==> src/hdl/dbd_pkg.sv <==
// Constants and register map of the bankset decode block
// How it works
// - Upper presence register shows serial presence bits 31 to 16.
// - Presence data is flagged valid only 148 clocks after reset release.
// - Every bus address is compared against each bankset base address.
// - A base address decodes only while its bankset valid bit is set.
// - Reset clears only valid and subbank enable; other fields stay undefined.
// - Valid bit 0 resets low; clear valid refuses access to the bankset.
package dbd_pkg;
  localparam int NUM_SETS = 8;
  localparam int SET_W = 3;
  localparam int ADDR_W = 12;
  localparam int DATA_W = 32;
  localparam int PHYS_ADDR_W = 34;
  localparam int BASE_W = 11;
  localparam int BASE_LSB = 23;
  localparam int SUB_TOP = 29;
  localparam int CFG_W = 16;
  localparam int CFG_VALID_BIT = 0;
  localparam int CFG_SIZE_LSB = 1;
  localparam int CFG_SIZE_W = 4;
  localparam int CFG_SUBENA_BIT = 5;
  localparam logic [3:0] SIZE_MIN = 4'h1;
  localparam logic [3:0] SIZE_MAX = 4'h7;
  localparam logic CFG_VALID_RST = 1'b0;
  localparam logic CFG_SUBENA_RST = 1'b0;
  localparam int PD_BITS = 32;
  localparam int PD_HALF = 16;
  localparam int PD_CNT_W = 8;
  localparam logic [7:0] PD_VALID_CYCLES = 8'h94;
  localparam logic [ADDR_W-1:0] OFS_PD_LOW = 12'h000;
  localparam logic [ADDR_W-1:0] OFS_PD_HIGH = 12'h004;
  localparam logic [ADDR_W-1:0] OFS_STATUS = 12'h008;
  localparam logic [ADDR_W-1:0] OFS_SET_BASE0 = 12'h040;
  localparam logic [ADDR_W-1:0] OFS_SET_CFG0 = 12'h044;
  localparam logic [ADDR_W-1:0] SET_STRIDE = 12'h008;
  localparam int STAT_PD_VALID_BIT = 0;
  localparam int STAT_HIT_BIT = 1;
  localparam int STAT_SET_LSB = 2;
endpackage

==> src/hdl/dbd_presence.sv <==
// Presence-detect serial capture after reset
`timescale 1ns/10ps
module dbd_presence (
  // Clock, reset, enable
  input wire logic ref_clk_i,
  input wire logic reset_n_i,
  input wire logic ce_i,
  // Serial presence pin
  input wire logic presence_serial_i,
  // Captured word
  output logic [dbd_pkg::PD_BITS-1:0] pd_data_o,
  output logic pd_valid_o
);
  import dbd_pkg::*;

  logic sync_a;
  logic sync_b;
  logic [PD_CNT_W-1:0] cnt;
  logic [PD_CNT_W-1:0] next_cnt;
  logic [PD_BITS-1:0] next_pd_data;
  logic next_pd_valid;

  ////////////////////////////////////////////////////////////////////////////
  // First stage feeds only the second
  always_ff @(posedge ref_clk_i or negedge reset_n_i) begin
    if (!reset_n_i) begin
      sync_a <= 1'b0;
      sync_b <= 1'b0;
    end else if (ce_i) begin
      sync_a <= presence_serial_i;
      sync_b <= sync_a;
    end
  end

  ////////////////////////////////////////////////////////////////////////////
  always_comb begin
    next_cnt = cnt;
    next_pd_data = pd_data_o;
    next_pd_valid = pd_valid_o;
    if (cnt != PD_VALID_CYCLES) begin
      next_cnt = cnt + 8'h01;
    end
    // Bits arrive LSB first during the first word time
    if (cnt < 8'(PD_BITS)) begin
      next_pd_data = {sync_b, pd_data_o[PD_BITS-1:1]};
    end
    if (next_cnt == PD_VALID_CYCLES) begin
      next_pd_valid = 1'b1;
    end
  end

  always_ff @(posedge ref_clk_i or negedge reset_n_i) begin
    if (!reset_n_i) begin
      cnt <= '0;
      pd_data_o <= '0;
      pd_valid_o <= 1'b0;
    end else if (ce_i) begin
      cnt <= next_cnt;
      pd_data_o <= next_pd_data;
      pd_valid_o <= next_pd_valid;
    end
  end
endmodule // dbd_presence

==> src/hdl/dbd_decode.sv <==
// Bankset address decode with APB configuration registers
//
// Chosen here: the APB slave port and the address map.
`timescale 1ns/10ps
module dbd_decode (
  // Clock, reset, enable
  input wire logic ref_clk_i,
  input wire logic reset_n_i,
  input wire logic ce_i,
  // APB slave
  input wire logic psel_i,
  input wire logic penable_i,
  input wire logic pwrite_i,
  input wire logic [dbd_pkg::ADDR_W-1:0] paddr_i,
  input wire logic [dbd_pkg::DATA_W-1:0] pwdata_i,
  output logic pready_o,
  output logic pslverr_o,
  output logic [dbd_pkg::DATA_W-1:0] prdata_o,
  // System bus address
  input wire logic address_valid_i,
  input wire logic [dbd_pkg::PHYS_ADDR_W-1:0] system_bus_address_i,
  input wire logic refresh_i,
  // Decode result
  output logic hit_o,
  output logic refused_o,
  output logic [dbd_pkg::SET_W-1:0] hit_set_o,
  output logic subbank_o,
  output logic [dbd_pkg::NUM_SETS-1:0] subbank_row_strobe_n_o,
  // Presence pin
  input wire logic presence_serial_i
);
  import dbd_pkg::*;

  typedef enum logic [1:0] {
    DBD_KIND_NONE = 2'b01,
    DBD_KIND_MAP = 2'b10
  } dbd_kind_t;

  logic [PD_BITS-1:0] pd_data;
  logic pd_valid;
  logic set_valid [NUM_SETS];
  logic subbank_enable [NUM_SETS];
  logic [CFG_SIZE_W-1:0] set_size_code [NUM_SETS];
  logic [BASE_W-1:0] set_base [NUM_SETS];
  logic next_set_valid [NUM_SETS];
  logic next_subbank_enable [NUM_SETS];
  logic [CFG_SIZE_W-1:0] next_set_size_code [NUM_SETS];
  logic [BASE_W-1:0] next_set_base [NUM_SETS];
  logic [NUM_SETS-1:0] set_match;
  logic [NUM_SETS-1:0] set_subbit;
  logic next_pready;
  logic next_pslverr;
  logic [DATA_W-1:0] next_prdata;
  logic next_hit;
  logic next_refused;
  logic [SET_W-1:0] next_hit_set;
  logic next_subbank;
  logic [NUM_SETS-1:0] next_strobe_n;
  logic apb_write;
  dbd_kind_t rd_kind;

  dbd_presence u_presence (
    .ref_clk_i(ref_clk_i),
    .reset_n_i(reset_n_i),
    .ce_i(ce_i),
    .presence_serial_i(presence_serial_i),
    .pd_data_o(pd_data),
    .pd_valid_o(pd_valid)
  );

  ////////////////////////////////////////////////////////////////////////////
  // Helpers
  function automatic logic [BASE_W-1:0] size_mask(input logic [CFG_SIZE_W-1:0] code);
    // Code 1 compares the top 5 bits, code 7 all 11
    size_mask = 11'h7FF << 3'(SIZE_MAX - code);
  endfunction

  function automatic logic size_legal(input logic [CFG_SIZE_W-1:0] code);
    size_legal = (code >= SIZE_MIN) && (code <= SIZE_MAX);
  endfunction

  function automatic logic is_set_reg(input logic [ADDR_W-1:0] a,
                                      input logic [ADDR_W-1:0] first, input int idx);
    is_set_reg = (a == first + 12'(idx) * SET_STRIDE);
  endfunction

  ////////////////////////////////////////////////////////////////////////////
  // Per-set compare
  for (genvar s = 0; s < NUM_SETS; s++) begin : g_set
    always_comb begin
      // Reserved sizes never match, so a bad code cannot alias a set
      set_match[s] = set_valid[s] && size_legal(set_size_code[s]) &&
                     (((system_bus_address_i[PHYS_ADDR_W-1:BASE_LSB] ^ set_base[s]) &
                       size_mask(set_size_code[s])) == '0);
      set_subbit[s] = system_bus_address_i[SUB_TOP - int'(set_size_code[s][2:0])];
    end
  end

  ////////////////////////////////////////////////////////////////////////////
  // Decode result; lowest set wins if software overlaps two
  always_comb begin
    next_hit = hit_o;
    next_refused = refused_o;
    next_hit_set = hit_set_o;
    next_subbank = subbank_o;
    if (address_valid_i) begin
      next_hit = |set_match;
      next_refused = ~(|set_match);
      next_hit_set = '0;
      next_subbank = 1'b0;
      for (int s = NUM_SETS - 1; s >= 0; s--) begin
        if (set_match[s]) begin
          next_hit_set = SET_W'(s);
          next_subbank = subbank_enable[s] & set_subbit[s];
        end
      end
    end
    for (int s = 0; s < NUM_SETS; s++) begin
      // Without subbank enable the strobe only serves refresh
      next_strobe_n[s] = ~(refresh_i | (address_valid_i && subbank_enable[s] &&
                           set_match[s] && set_subbit[s] &&
                           next_hit_set == SET_W'(s)));
    end
  end

  always_ff @(posedge ref_clk_i or negedge reset_n_i) begin
    if (!reset_n_i) begin
      hit_o <= 1'b0;
      refused_o <= 1'b0;
      hit_set_o <= '0;
      subbank_o <= 1'b0;
      subbank_row_strobe_n_o <= '1;
    end else if (ce_i) begin
      hit_o <= next_hit;
      refused_o <= next_refused;
      hit_set_o <= next_hit_set;
      subbank_o <= next_subbank;
      subbank_row_strobe_n_o <= next_strobe_n;
    end
  end

  ////////////////////////////////////////////////////////////////////////////
  // APB: no wait state; read data is registered in the setup cycle so it comes from a flop
  assign apb_write = psel_i & penable_i & pready_o & pwrite_i;

  always_comb begin
    next_pready = psel_i & ~penable_i;
    next_pslverr = 1'b0;
    next_prdata = '0;
    rd_kind = DBD_KIND_NONE;
    case (paddr_i)
      OFS_PD_LOW: begin
        rd_kind = DBD_KIND_MAP;
        next_prdata[PD_HALF-1:0] = pd_data[PD_HALF-1:0];
      end
      OFS_PD_HIGH: begin
        rd_kind = DBD_KIND_MAP;
        next_prdata[PD_HALF-1:0] = pd_data[PD_BITS-1:PD_HALF];
      end
      OFS_STATUS: begin
        rd_kind = DBD_KIND_MAP;
        next_prdata[STAT_PD_VALID_BIT] = pd_valid;
        next_prdata[STAT_HIT_BIT] = hit_o;
        next_prdata[STAT_SET_LSB +: SET_W] = hit_set_o;
      end
      default: begin
        for (int s = 0; s < NUM_SETS; s++) begin
          if (is_set_reg(paddr_i, OFS_SET_BASE0, s)) begin
            rd_kind = DBD_KIND_MAP;
            next_prdata[BASE_W-1:0] = set_base[s];
          end
          if (is_set_reg(paddr_i, OFS_SET_CFG0, s)) begin
            rd_kind = DBD_KIND_MAP;
            next_prdata[CFG_VALID_BIT] = set_valid[s];
            next_prdata[CFG_SIZE_LSB +: CFG_SIZE_W] = set_size_code[s];
            next_prdata[CFG_SUBENA_BIT] = subbank_enable[s];
          end
        end
      end
    endcase
    if (!next_pready || pwrite_i) begin
      next_prdata = '0;
    end
    if (next_pready && rd_kind == DBD_KIND_NONE) begin
      next_pslverr = 1'b1;
    end
  end

  always_ff @(posedge ref_clk_i or negedge reset_n_i) begin
    if (!reset_n_i) begin
      pready_o <= 1'b0;
      pslverr_o <= 1'b0;
      prdata_o <= '0;
    end else if (ce_i) begin
      pready_o <= next_pready;
      pslverr_o <= next_pslverr;
      prdata_o <= next_prdata;
    end
  end

  ////////////////////////////////////////////////////////////////////////////
  // Config registers; only valid and subbank enable have reset values
  always_comb begin
    for (int s = 0; s < NUM_SETS; s++) begin
      next_set_valid[s] = set_valid[s];
      next_subbank_enable[s] = subbank_enable[s];
      next_set_size_code[s] = set_size_code[s];
      next_set_base[s] = set_base[s];
      if (apb_write && is_set_reg(paddr_i, OFS_SET_CFG0, s)) begin
        next_set_valid[s] = pwdata_i[CFG_VALID_BIT];
        next_subbank_enable[s] = pwdata_i[CFG_SUBENA_BIT];
        next_set_size_code[s] = pwdata_i[CFG_SIZE_LSB +: CFG_SIZE_W];
      end
      if (apb_write && is_set_reg(paddr_i, OFS_SET_BASE0, s)) begin
        next_set_base[s] = pwdata_i[BASE_W-1:0];
      end
    end
  end

  always_ff @(posedge ref_clk_i or negedge reset_n_i) begin
    if (!reset_n_i) begin
      for (int s = 0; s < NUM_SETS; s++) begin
        set_valid[s] <= CFG_VALID_RST;
        subbank_enable[s] <= CFG_SUBENA_RST;
      end
    end else if (ce_i) begin
      for (int s = 0; s < NUM_SETS; s++) begin
        set_valid[s] <= next_set_valid[s];
        subbank_enable[s] <= next_subbank_enable[s];
      end
    end
  end

  // Size and base are deliberately left without reset
  always_ff @(posedge ref_clk_i) begin
    if (ce_i) begin
      for (int s = 0; s < NUM_SETS; s++) begin
        set_size_code[s] <= next_set_size_code[s];
        set_base[s] <= next_set_base[s];
      end
    end
  end
endmodule // dbd_decode

==> config.mk <==
export PLATFORM = sky130hd
export DESIGN_NAME = dbd_decode
export DESIGN_NICKNAME = d
export VERILOG_FILES = /design/src/hdl/dbd_pkg.sv /design/src/hdl/dbd_presence.sv /design/src/hdl/dbd_decode.sv
export SDC_FILE = /design/constraint.sdc
export NUM_CORES = 1
export LEC_CHECK = 0
export ABC_AREA = 1
export BUFFER_PORTS_ARGS = -buffer_cell sky130_fd_sc_hd__buf_4
export CORE_MARGIN = 2
export CORE_UTILIZATION = 56
export CTS_BUF_LIST = sky130_fd_sc_hd__clkbuf_8
export DETAILED_ROUTE_END_ITERATION = 12
export GPL_TIMING_DRIVEN = 0
export PLACE_DENSITY = 0.79
export SLEW_MARGIN = 15
export SYNTH_ARGS = -nofsm -noshare
export SYNTH_HDL_FRONTEND = slang
export SYNTH_SLANG_ARGS = --single-unit
==> constraint.sdc <==
create_clock -name ref_clk_i -period 2.14 [get_ports ref_clk_i]
set_input_delay 0.214 -clock ref_clk_i [delete_from_list [all_inputs] [get_ports ref_clk_i]]
set_output_delay 0.214 -clock ref_clk_i [all_outputs]
set_load 0.1 [all_outputs]
Word level (Yosys, flattened, before mapping) --
Memory sizes are Yosys's and may differ from the RTL's. Index checks and enable logic that the tools add are counted.
Storage, ports and cells: register bits 107, memory bits (writable) 120, bits of input ports 87, output and inout port bits 48, word-level logic and storage cells 353, memories 2
Memories:
- set_base | words 8, bits a word 11, read ports 8, clocked after Yosys merged registers in 0, write ports 8, line dbd_decode.sv:44 | logic [BASE_W-1:0] set_base [NUM_SETS];
- set_size_code | words 8, bits a word 4, read ports 8, clocked after Yosys merged registers in 0, write ports 8, line dbd_decode.sv:43 | logic [CFG_SIZE_W-1:0] set_size_code [NUM_SETS];
Operators by class: add/sub/neg operators 17, $lt $le $gt $ge 25, equality and inequality tests 28, shift-type cells 8, muxes and demuxes 100, bitwise gates (word level) 46, reductions and logical operators 98
Operator list (number):
- 2-to-1 mux 11 bit | 18
- == test 12 x 7 -> 1 bit, second input constant | 16
- bitwise AND 11 bit | 8
- zero test 11 bit | 8
- left shift 11 x 3 -> 11 bit, first input constant | 8
- bitwise XOR 11 bit | 8
- logical AND 1 bit | 73
- < comparator 6 x 8 -> 1 bit, second input constant | 8
- binary-select mux 1 bit (select 6 bit) | 8
- 2-to-1 mux 6 bit | 8
- subtractor 5 x 3 -> 6 bit, first input constant | 8
- 2-to-1 mux 2 bit | 17
- greater-or-equal comparator 4 x 1 -> 1 bit, second input constant | 8
- less-or-equal comparator 4 x 3 -> 1 bit, second input constant | 8
- 2-to-1 mux 4 bit | 8
- 2-to-1 mux 1 bit | 27
- 2-to-1 mux 3 bit | 9
- subtractor 3 bit, first input constant | 8
- AND reduction 2 bit | 11
- one-hot mux 6 bit (3 select lines) | 1
- 2-to-1 mux 16 bit | 1
- one-hot mux 5 bit (3 select lines) | 1
- bitwise AND 1 bit | 12
- == test 12 x 3 -> 1 bit, second input constant | 1
- other kinds (19) | 39

Longest topological paths before layout --
Gate-level depths: netlist of run 1.
depth after elaboration 21, depth in mapped cells 19

Hierarchy --
From an unflattened synthesis of run 1, not the netlist that was laid out.
Second synthesis, totals: cell total of the unflattened synthesis 1539, area total of the unflattened synthesis 12569.6 um^2
Modules (own cells, without submodules):
- dbd_decode | times used 1, cells each 1328, area each 10714.0 um^2, sequential area each 4814.6 um^2
- dbd_presence | times used 1, cells each 211, area each 1855.5 um^2, sequential area each 1076.0 um^2

Least setup slack after synthesis of run 1 --
OpenSTA, ideal clock, no wires.
path type reg2reg, start point register pready_o (netlist name), end point memory set_base[0][0] (enable), setup time 0.393 ns, data arrival time 2.573 ns, setup slack -0.826 ns, cell stages (with the launch flop) 6, path buffers 1, period minus slack after synthesis 2.966 ns, cell sequence dfrtp_1 -> inv_1 -> nor4_2 -> inv_1 -> clkbuf_1 -> nor3_1
RTL lines (line):
- end, declared | dbd_decode.sv:44

==> tab_implementation.tex, run 1 <==
\begin{tabular}{lr}
\hline
Metric & Value \\
\hline
\multicolumn{2}{l}{\textbf{Global route}} \\
\quad Vias in the first global route & 11600 \\
\quad Overflow left after global routing & 0 \\
\quad Maximum number of pins on one net before global-route repair & 92 \\
\quad First-pass GRT wire length & 65.2 mm \\
\quad Overall routing resource usage & 0.354 \\
\quad Initial antenna violation count & 0 \\
\multicolumn{2}{l}{\textbf{Setup path}} \\
\quad Slowest-stage cell, CP & sky130\_fd\_sc\_hd\_\_dlygate4sd3\_1 \\
\quad Maximum net fanout on the critical path & 11 \\
\quad Crit Reg-Reg Endpoint & set\_base[1][11] \\
\quad WS Path Type & in2reg \\
\quad Ordered cell list for the critical path & dlygate4sd3\_1 -> buf\_4 -> inv\_1 -> nor4\_4 -> inv\_1 -> clkbuf\_4 -> nor2\_4 \\
\quad Delay of the slowest cell on the worst path & around 0.53 ns \\
\quad Worst path arrival time & approximately 2.3 ns \\
\quad Worst R2R Setup Slack & 0.03 ns \\
\quad Launch instance of the worst register-to-register path & pready\_o \\
\quad Req. time, crit path & 2.34 ns \\
\quad Length in cells of the worst reg-to-reg path & 5 \\
\quad Count of buffering cells on the critical path with inverters included & 5 \\
\quad CP endpoint kind & flip-flop \\
\quad Crit-path leading delay family & buffers and inverters \\
\quad Most prevalent standard cell on the critical path & sky130\_fd\_sc\_hd\_\_inv\_1 \\
\quad Type of element launching the critical path & input port \\
\quad Critical Path Stages & 7 \\
\multicolumn{2}{l}{\textbf{Timing}} \\
\quad Number of failing hold endpoints at the final stage & 0 \\
\quad Min Hold Slack & roughly 0.025 ns \\
\quad Setup repair after global routing missed its margin & true \\
\quad Worst relative slew slack & 0.383 \\
\quad Period utilization & 0.994 \\
\quad Max-slew violation count & 0 \\
\quad Final min period & 2.13 ns \\
\quad Setup skew after layout & around 0.031 ns \\
\quad Slew at the pin with the worst max-slew slack & 0.922 ns \\
\quad Peak Freq & around 470 MHz \\
\quad Worst Slack Setup Final & 0.0130 ns \\
\quad Final setup violating endpoints & 0 \\
\multicolumn{2}{l}{\textbf{Clock tree}} \\
\quad Clock latency on the worst-skew pair & around 0.56 ns \\
\quad Clk pin slew, worst setup/hold paths & 0.06 ns \\
\quad Clock tree from TritonCTS & yes \\
\quad Max Root-Sink Buffers & 3 \\
\quad H-Tree Level Count & 2 \\
\quad Number of buffers added by the clock tree synthesis step & 38 \\
\quad CTS Root Cell & sky130\_fd\_sc\_hd\_\_clkbuf\_8 \\
\quad Sinks on the clock net & roughly 210 \\
\multicolumn{2}{l}{\textbf{Worst hold path}} \\
\quad Min-Delay Path Class & in2reg \\
\quad Worst hold path endpoint & set\_size\_code[1][7] \\
\quad Cells on Worst Hold Path & 1 \\
\quad Hold Startpoint & pwdata\_i[4] \\
\multicolumn{2}{l}{\textbf{Floorplanning}} \\
\quad Area of the die & roughly 25000 um2 \\
\quad Total core area & 23300 um2 \\
\quad Starting Density & 0.566 \\
\quad Boundary Pins & $\sim$140 \\
\quad Die extent in x & roughly 160 um \\
\quad Die span in y & 157 um \\
\quad Row cnt & 56 \\
\multicolumn{2}{l}{\textbf{Logic synthesis}} \\
\quad Cell variety after synth & 62 \\
\quad EDFF count, synth & 120 \\
\quad Synth Area per Inst & 8.11 um2 \\
\quad Syn Std Cell Area & approximately 13000 um2 \\
\quad \#FFs+latches synth & 211 \\
\quad Number of warnings reported in the yosys synthesis log & 0 \\
\quad Portion of the post-synthesis area used by sequential elements & 0.447 \\
\quad Main synth FF type & sky130\_fd\_sc\_hd\_\_edfxtp\_1 \\
\quad FFs w/ async S/R, synth & 0.431 \\
\quad Cell count after synthesis & 1624 \\
\multicolumn{2}{l}{\textbf{Route}} \\
\quad Overall routed net length & 44.4 mm \\
\quad Drt pass-1 iters & 6 \\
\quad Number of nets still failing antenna checks after routing & 0 \\
\quad Routed length per instance & roughly 20 um \\
\quad Detailed router's first-iteration violation count & 1323 \\
\quad Average via count per standard cell & 5.90 \\
\quad Total via count in the routed design & 12800 \\
\quad Final routed DRC violation total & 0 \\
\multicolumn{2}{l}{\textbf{Status}} \\
\quad Run status & completed \\
\multicolumn{2}{l}{\textbf{Cells and area}} \\
\quad Number of diodes added for antenna fixing & 0 \\
\quad Final core utilization & 0.686 \\
\quad Area grow syn2layout & 21.2\% \\
\quad Non-filler instance count after layout & around 2200 \\
\quad Share of final-layout standard cells stronger than drive strength 1 & 0.225 \\
\quad Net count of the finished layout & just under 2000 \\
\quad Most frequent cells in the layout & sky130\_fd\_sc\_hd\_\_nand2\_1, sky130\_fd\_sc\_hd\_\_inv\_1, sky130\_fd\_sc\_hd\_\_buf\_4 \\
\quad Most common library cell in the layout ignoring fill and taps & sky130\_fd\_sc\_hd\_\_nand2\_1 \\
\multicolumn{2}{l}{\textbf{Placement}} \\
\quad Number of port buffers & 72 \\
\quad HPWL after detailed placement & 32.7 mm \\
\quad Final weighted congestion in routability-driven placement & 1.00 \\
\quad Cell count after placement & 2030 \\
\quad Placement Setup Slack & -0.685 ns \\
\multicolumn{2}{l}{\textbf{Power and ir drop}} \\
\quad Switching fraction of total power & 0.309 \\
\quad Clock network fraction of total power & 0.377 \\
\quad Worst ir drop on vdd & 0.000469 V \\
\quad Static Leak & around 7.0 nW \\
\quad Cell Int Power & 7.32 mW \\
\quad Power consumption & 10.6 mW \\
\quad Sequential group share of total power & 0.463 \\
\quad Share of power burned in combinational logic & 0.161 \\
\quad Reported net switching power & 3.27 mW \\
\quad Power density cells & 664 nW/um2 \\
\multicolumn{2}{l}{\textbf{Run}} \\
\quad Max-cap viol count & 0 \\
\hline
\end{tabular}
==> cell families after synthesis <==
family | share of synthesized area
other | 0.000285
buffers and inverters | 0.103
AOI/OAI and AO/OA | 0.142
DFF | 0.447
muxes | 0.00162
and+or+nand+nor | 0.255
xor gates and xnor gates | 0.0259
adders and majority gates | 0.0247
==> cells in the mapped netlist, drive strengths merged, types with 2 or more instances <==
library cell,instances,area share
a211oi,4,0.0023
a21oi,91,0.035
a221oi,4,0.0027
a22o,6,0.0040
a41oi,3,0.0020
buf,53,0.032
clkbuf,12,0.0034
clkinv,3,0.00095
dfrtp,83,0.16
dfstp,8,0.016
edfxtp,120,0.27
ha,26,0.025
inv,228,0.066
nand2,385,0.11
nand3,96,0.038
nand3b,5,0.0029
nand4,49,0.023
nor2,146,0.053
nor3,24,0.014
nor3b,4,0.0023
nor4,6,0.0033
nor4b,2,0.0013
o2111ai,10,0.0067
o211ai,12,0.0072
o21a,2,0.0011
o21ai,148,0.059
o21bai,5,0.0029
o221ai,9,0.0060
o22ai,22,0.010
o311ai,4,0.0027
or2,6,0.0029
or3,2,0.00095
xnor2,28,0.019
xor2,11,0.0073
==> through the flow <==
stage / setup TNS (ns) / instance area, um2
floorplan: 0 / 13300
global placement: -16.01 / 14200
detailed placement: -18.22 / 14200
CTS: 0 / 15500
global route: -0.628 / 16000
finish: 0 / 16000
==> layer usage <==
metal,share of wire,GRT usage,up-vias
li1,-,-,5838
met1,0.40,0.473,5963
met2,0.44,0.533,786
met3,0.11,0.0856,176
met4,0.059,0.193,0
met5,0,0,-
==> registers in the layout, indices dropped and copies added (netlist names), 3 cells and up <==
signal	cells
set_base	88
set_size_code	32
u_presence.pd_data_o	32
prdata_o	16
set_valid	8
subbank_enable	8
subbank_row_strobe_n_o	8
u_presence.cnt	8
hit_set_o	3
==> power groups by stage <==
stage	combinational, mW	sequential [mW]	clock (mW)
finish	1.70	4.90	3.99
floorplan	0.958	5.08	0
global placement	1.58	4.95	0
detailed placement	1.63	4.96	0
global route	1.87	4.94	4.19
CTS	1.66	4.88	4.02
==> layout make-up <==
type | count | area [um2]
buffer | 66 | 493
clock inverter | 25 | 168
tap | 319 | 399
clock buffer | 45 | 619
multi-input combinational | 1131 | 6350
fill | 1917 | 7310
sequential | 211 | 5890
timing repair buffer | 137 | 1150
inverter | 231 | 890
==> worst max-delay path by stage <==
stage / from / to / slack [ns]
5_1_grt: set_size_code[1][13] / subbank_o / -0.15
2_1_floorplan: pready_o / set_base[0][0] / 0.009
4_1_cts: set_size_code[1][2] / subbank_o / 0.002
3_3_place_gp: set_size_code[0][1] / subbank_row_strobe_n_o[0] / -0.66
6_report: pwrite_i / set_base[1][11] / 0.01
3_5_place_dp: set_size_code[0][1] / subbank_row_strobe_n_o[0] / -0.69
==> what timing repair did <==
item / in CTS / in global routing
setup endpoints to repair: 77 / 13
cloned: 0 / 1
resized for setup: 31 / 84
buffers inserted: 27 / 26
endpoints found under the hold margin: 148 / 0
hold buffers: 11 / 0
pin swaps: 12 / 29
No activity file was read; power rests on OpenSTA's default activity.
==> inputs of run 2 (changes only) <==
Settings changed: CORE_UTILIZATION 56 to 40, PLACE_DENSITY 0.79 to unset, RECOVER_POWER set to 50, REMOVE_ABC_BUFFERS set to 1.
==> run 2 against run 1 <==
Effect of this change: total power increased by 4.2%; global-route usage decreased by 8.7 points; first-iteration DRC count increased by 9.0%; sequential share of layout area decreased by 0.62 points; worst hold slack got worse by 0.0083 ns; final area increased by 1.7%; non-clock buffer count decreased by 26; routed wire length increased by 6.0%; the run now ends with setup timing left; die area increased by 39%; fmax decreased by 3.9%.
==> tab_implementation.tex, run 2 (same netlist as run 1, synthesis figures left out) <==
\begin{tabular}{lr}
\hline
Metric & Value \\
\hline
\multicolumn{2}{l}{\textbf{Status}} \\
\quad Run status & finished, violations left \\
\quad Violations in the final reports & setup timing \\
\multicolumn{2}{l}{\textbf{Floorplanning}} \\
\quad Starting Density & 0.406 (-0.160) \\
\quad Die span in y & 185 um (+18\%) \\
\quad Area of the die & 34400 um2 (+39\%) \\
\quad Total core area & 32500 um2 (+40\%) \\
\quad Boundary Pins & 135 (unchanged) \\
\quad Row cnt & 66 (+18\%) \\
\quad Die extent in x & 185 um (+18\%) \\
\multicolumn{2}{l}{\textbf{Global route}} \\
\quad Maximum number of pins on one net before global-route repair & 92 (unchanged) \\
\quad First-pass GRT wire length & 68.2 mm (+4.6\%) \\
\quad Overflow left after global routing & 0 (unchanged) \\
\quad Vias in the first global route & 11300 (-2.8\%) \\
\quad Initial antenna violation count & 0 (unchanged) \\
\quad Overall routing resource usage & 0.268 (-0.0865) \\
\multicolumn{2}{l}{\textbf{Timing}} \\
\quad Worst Slack Setup Final & -0.0725 ns (-0.0855 ns) \\
\quad Slew at the pin with the worst max-slew slack & 1.29 ns (+0.372 ns) \\
\quad Setup skew after layout & 0.0363 ns (+0.00523 ns) \\
\quad Worst relative slew slack & 0.137 (-0.246) \\
\quad Setup repair after global routing missed its margin & true \\
\quad Peak Freq & 452 MHz (-3.9\%) \\
\quad Period utilization & 1.03 (+0.0399) \\
\quad Sum Neg Setup Slack & -0.290 ns (-0.290 ns) \\
\quad Final min period & 2.21 ns (+0.0855 ns) \\
\quad Number of failing hold endpoints at the final stage & 0 (unchanged) \\
\quad Final setup violating endpoints & 6 (+6) \\
\quad Max-slew violation count & 0 (unchanged) \\
\multicolumn{2}{l}{\textbf{Cells and area}} \\
\quad Net count of the finished layout & 1907 (-1.1\%) \\
\quad Flip-flop count of the largest register after layout & 88 (unchanged) \\
\quad Area grow syn2layout & 23.2\% \\
\quad Share of final-layout standard cells stronger than drive strength 1 & 0.246 (+0.0208) \\
\quad Most common library cell in the layout ignoring fill and taps & sky130\_fd\_sc\_hd\_\_nand2\_1 \\
\quad Register ranked first by flip-flop count & set\_base \\
\quad Most frequent cells in the layout & sky130\_fd\_sc\_hd\_\_nand2\_1, sky130\_fd\_sc\_hd\_\_inv\_1, sky130\_fd\_sc\_hd\_\_buf\_4 \\
\quad Largest registers & set\_base: 88 flops, set\_size\_code: 32 flops, u\_presence.pd\_data\_o: 32 flops \\
\quad Number of diodes added for antenna fixing & 0 (unchanged) \\
\quad Non-filler instance count after layout & 2266 (+4.7\%) \\
\multicolumn{2}{l}{\textbf{Worst hold path}} \\
\quad Min-Delay Path Class & in2reg \\
\multicolumn{2}{l}{\textbf{Setup path}} \\
\quad Most prevalent standard cell on the critical path & sky130\_fd\_sc\_hd\_\_nand2\_1 \\
\quad WS Path Type & in2reg \\
\quad Ordered cell list for the critical path & buf\_4 -> inv\_1 -> nor2\_1 -> inv\_1 -> nand4\_1 -> nor2\_4 -> nand2\_1 -> nor2\_2 -> nand2\_2 -> nand2\_1 -> nand2\_1 -> nand2\_1 -> nand2\_1 -> nand2\_1 -> nand2\_2 -> nand2\_4 -> nand3\_2 -> nand2\_2 -> nand2\_1 \\
\quad Req. time, crit path & 2.60 ns (+0.26 ns) \\
\quad Type of element launching the critical path & input port \\
\quad Crit-path leading delay family & simple AND/OR/NAND/NOR gates \\
\quad Maximum net fanout on the critical path & 13 (+2) \\
\quad CP endpoint kind & flip-flop \\
\quad Worst path arrival time & 2.67 ns (+0.34 ns) \\
\quad Count of buffering cells on the critical path with inverters included & 3 (-2) \\
\quad Slowest-stage cell, CP & sky130\_fd\_sc\_hd\_\_inv\_1 \\
\quad Delay of the slowest cell on the worst path & 0.63 ns (+0.10 ns) \\
\multicolumn{2}{l}{\textbf{Route}} \\
\quad Final routed DRC violation total & 0 (unchanged) \\
\quad Total via count in the routed design & 12400 (-2.8\%) \\
\quad Routed length per instance & 20.8 um (+1.3\%) \\
\quad Detailed router's first-iteration violation count & 1442 (+9.0\%) \\
\quad Overall routed net length & 47.1 mm (+6.0\%) \\
\quad Drt pass-1 iters & 5 (-1) \\
\quad Number of nets still failing antenna checks after routing & 0 (unchanged) \\
\quad Average via count per standard cell & 5.47 (-7.2\%) \\
\multicolumn{2}{l}{\textbf{Placement}} \\
\quad Placement Setup Slack & -0.790 ns (-0.104 ns) \\
\quad Final weighted congestion in routability-driven placement & 0.982 (-1.7\%) \\
\quad HPWL after detailed placement & 32.7 mm (about the same) \\
\quad Cell count after placement & 2098 (+3.3\%) \\
\quad Number of port buffers & 81 (+13\%) \\
\multicolumn{2}{l}{\textbf{Clock tree}} \\
\quad Clk pin slew, worst setup/hold paths & 0.06 ns (about the same) \\
\quad Sinks on the clock net & 211 (unchanged) \\
\quad Clock tree from TritonCTS & yes \\
\quad Clock latency on the worst-skew pair & 0.56 ns (about the same) \\
\quad Number of buffers added by the clock tree synthesis step & 40 (+5.3\%) \\
\quad CTS Root Cell & sky130\_fd\_sc\_hd\_\_clkbuf\_8 \\
\quad Max Root-Sink Buffers & 3 (unchanged) \\
\quad H-Tree Level Count & 2 (unchanged) \\
\multicolumn{2}{l}{\textbf{Power and ir drop}} \\
\quad Static Leak & 6.94 nW (-1.5\%) \\
\quad Power density cells & 680 nW/um2 (+2.5\%) \\
\quad Worst ir drop on vdd & 0.000507 V (+8.0\%) \\
\multicolumn{2}{l}{\textbf{Run}} \\
\quad Max-cap viol count & 0 (unchanged) \\
\hline
\end{tabular}
==> run 2: changes by cell type in the layout (fill, tap and decap cells not counted), moves of 5 or more <==
| cell | delta |
|---|---|
| sky130_fd_sc_hd__inv_1 | -12 |
| sky130_fd_sc_hd__buf_2 | -10 |
| sky130_fd_sc_hd__nor2_2 | +10 |
| sky130_fd_sc_hd__inv_2 | +9 |
| sky130_fd_sc_hd__nand3_1 | -9 |
| sky130_fd_sc_hd__nand3_2 | +9 |
| sky130_fd_sc_hd__nor2_1 | -9 |
| sky130_fd_sc_hd__buf_6 | -8 |
| sky130_fd_sc_hd__a21oi_2 | +6 |
| sky130_fd_sc_hd__nand2_1 | -6 |
| sky130_fd_sc_hd__a21oi_1 | -5 |
==> run 2: worst register-to-register path: stages (launching register included) <==
cell and delay [ns]:
sky130_fd_sc_hd__edfxtp_1 0.51, sky130_fd_sc_hd__buf_6 0.18, sky130_fd_sc_hd__nand2_2 0.06, sky130_fd_sc_hd__inv_2 0.04
sky130_fd_sc_hd__o21ai_1 0.07, sky130_fd_sc_hd__o211ai_1 0.10, sky130_fd_sc_hd__nand2_1 0.14, sky130_fd_sc_hd__inv_2 0.08
sky130_fd_sc_hd__nor2_2 0.13, sky130_fd_sc_hd__nand2_2 0.09, sky130_fd_sc_hd__nand2_1 0.06, sky130_fd_sc_hd__nand2_1 0.07
sky130_fd_sc_hd__nand2_1 0.07, sky130_fd_sc_hd__nand2_1 0.05, sky130_fd_sc_hd__nand2_1 0.07, sky130_fd_sc_hd__nand2_2 0.10
sky130_fd_sc_hd__nand2_4 0.10, sky130_fd_sc_hd__nand3_2 0.08, sky130_fd_sc_hd__nand2_2 0.07, sky130_fd_sc_hd__nand2_1 0.05
==> run 2: per-stage QoR <==
| stage | cell area, um2 | power [mW] | util | hold slack [ns] |
|---|---|---|---|---|
| 2_1_floorplan | 12700 | 5.94 | - | -0.0816 |
| 3_3_place_gp | 13900 | 6.49 | 0.429 | 0.431 |
| 3_5_place_dp | 14000 | 6.53 | 0.430 | 0.379 |
| 4_1_cts | 15400 | 11.0 | 0.476 | 0.00354 |
| 5_1_grt | 16200 | 11.5 | 0.500 | 0.0265 |
| 6_report | 16200 | 11.0 | 0.500 | 0.0163 |
==> run 2: where the power goes <==
part	total (mW)	leakage (nW)	internal [mW]	switching [mW]
Combinational	1.63	4.23	0.448	1.19
Sequential	4.89	2.22	4.67	0.227
Clock	4.50	0.490	2.69	1.82
Total	11.0	6.94	7.80	3.23
==> run 2: cell type report <==
cell class                      instances  area [um2]
Fill cell                            3155       16200
Multi-Input combinational cell       1133        6600
Sequential cell                       211        5890
Timing Repair Buffer                  177        1370
Inverter                              231         906
Clock buffer                           46         633
Tap cell                              442         553
Clock inverter                         26         263
==> run 2: repair_timing <==
item                                    in CTS  in global routing
pin swaps                                   21                 46
hold buffers                                 8                  0
endpoints found under the setup margin     132                100
gates cloned                                 0                  2
resized for setup                           67                121
hold endpoints to repair                   125                  0
setup buffers                               36                 50
==> run 2: final timing paths <==
path	from	end	slack (ns)	cells past startpoint
min in group asynchronous	reset_n_i	u_presence.cnt[0]	0.32	2
max reg2reg	set_size_code[1][13]	subbank_row_strobe_n_o[3]	-0.05	19
min	refresh_i	subbank_row_strobe_n_o[5]	0.02	4
min reg2reg	subbank_row_strobe_n_o[7]	subbank_row_strobe_n_o[7]	0.46	2
max in group asynchronous	reset_n_i	u_presence.pd_data_o[4]	1.19	2
max	system_bus_address_i[31]	subbank_row_strobe_n_o[3]	-0.07	19
==> run 2: layer usage <==
metal	GRT usage	up-vias	part of all wire
met5	0	-	0
met4	0.103	0	0.040
met3	0.0429	124	0.097
met2	0.419	639	0.44
met1	0.372	5846	0.42
li1	-	5792	-
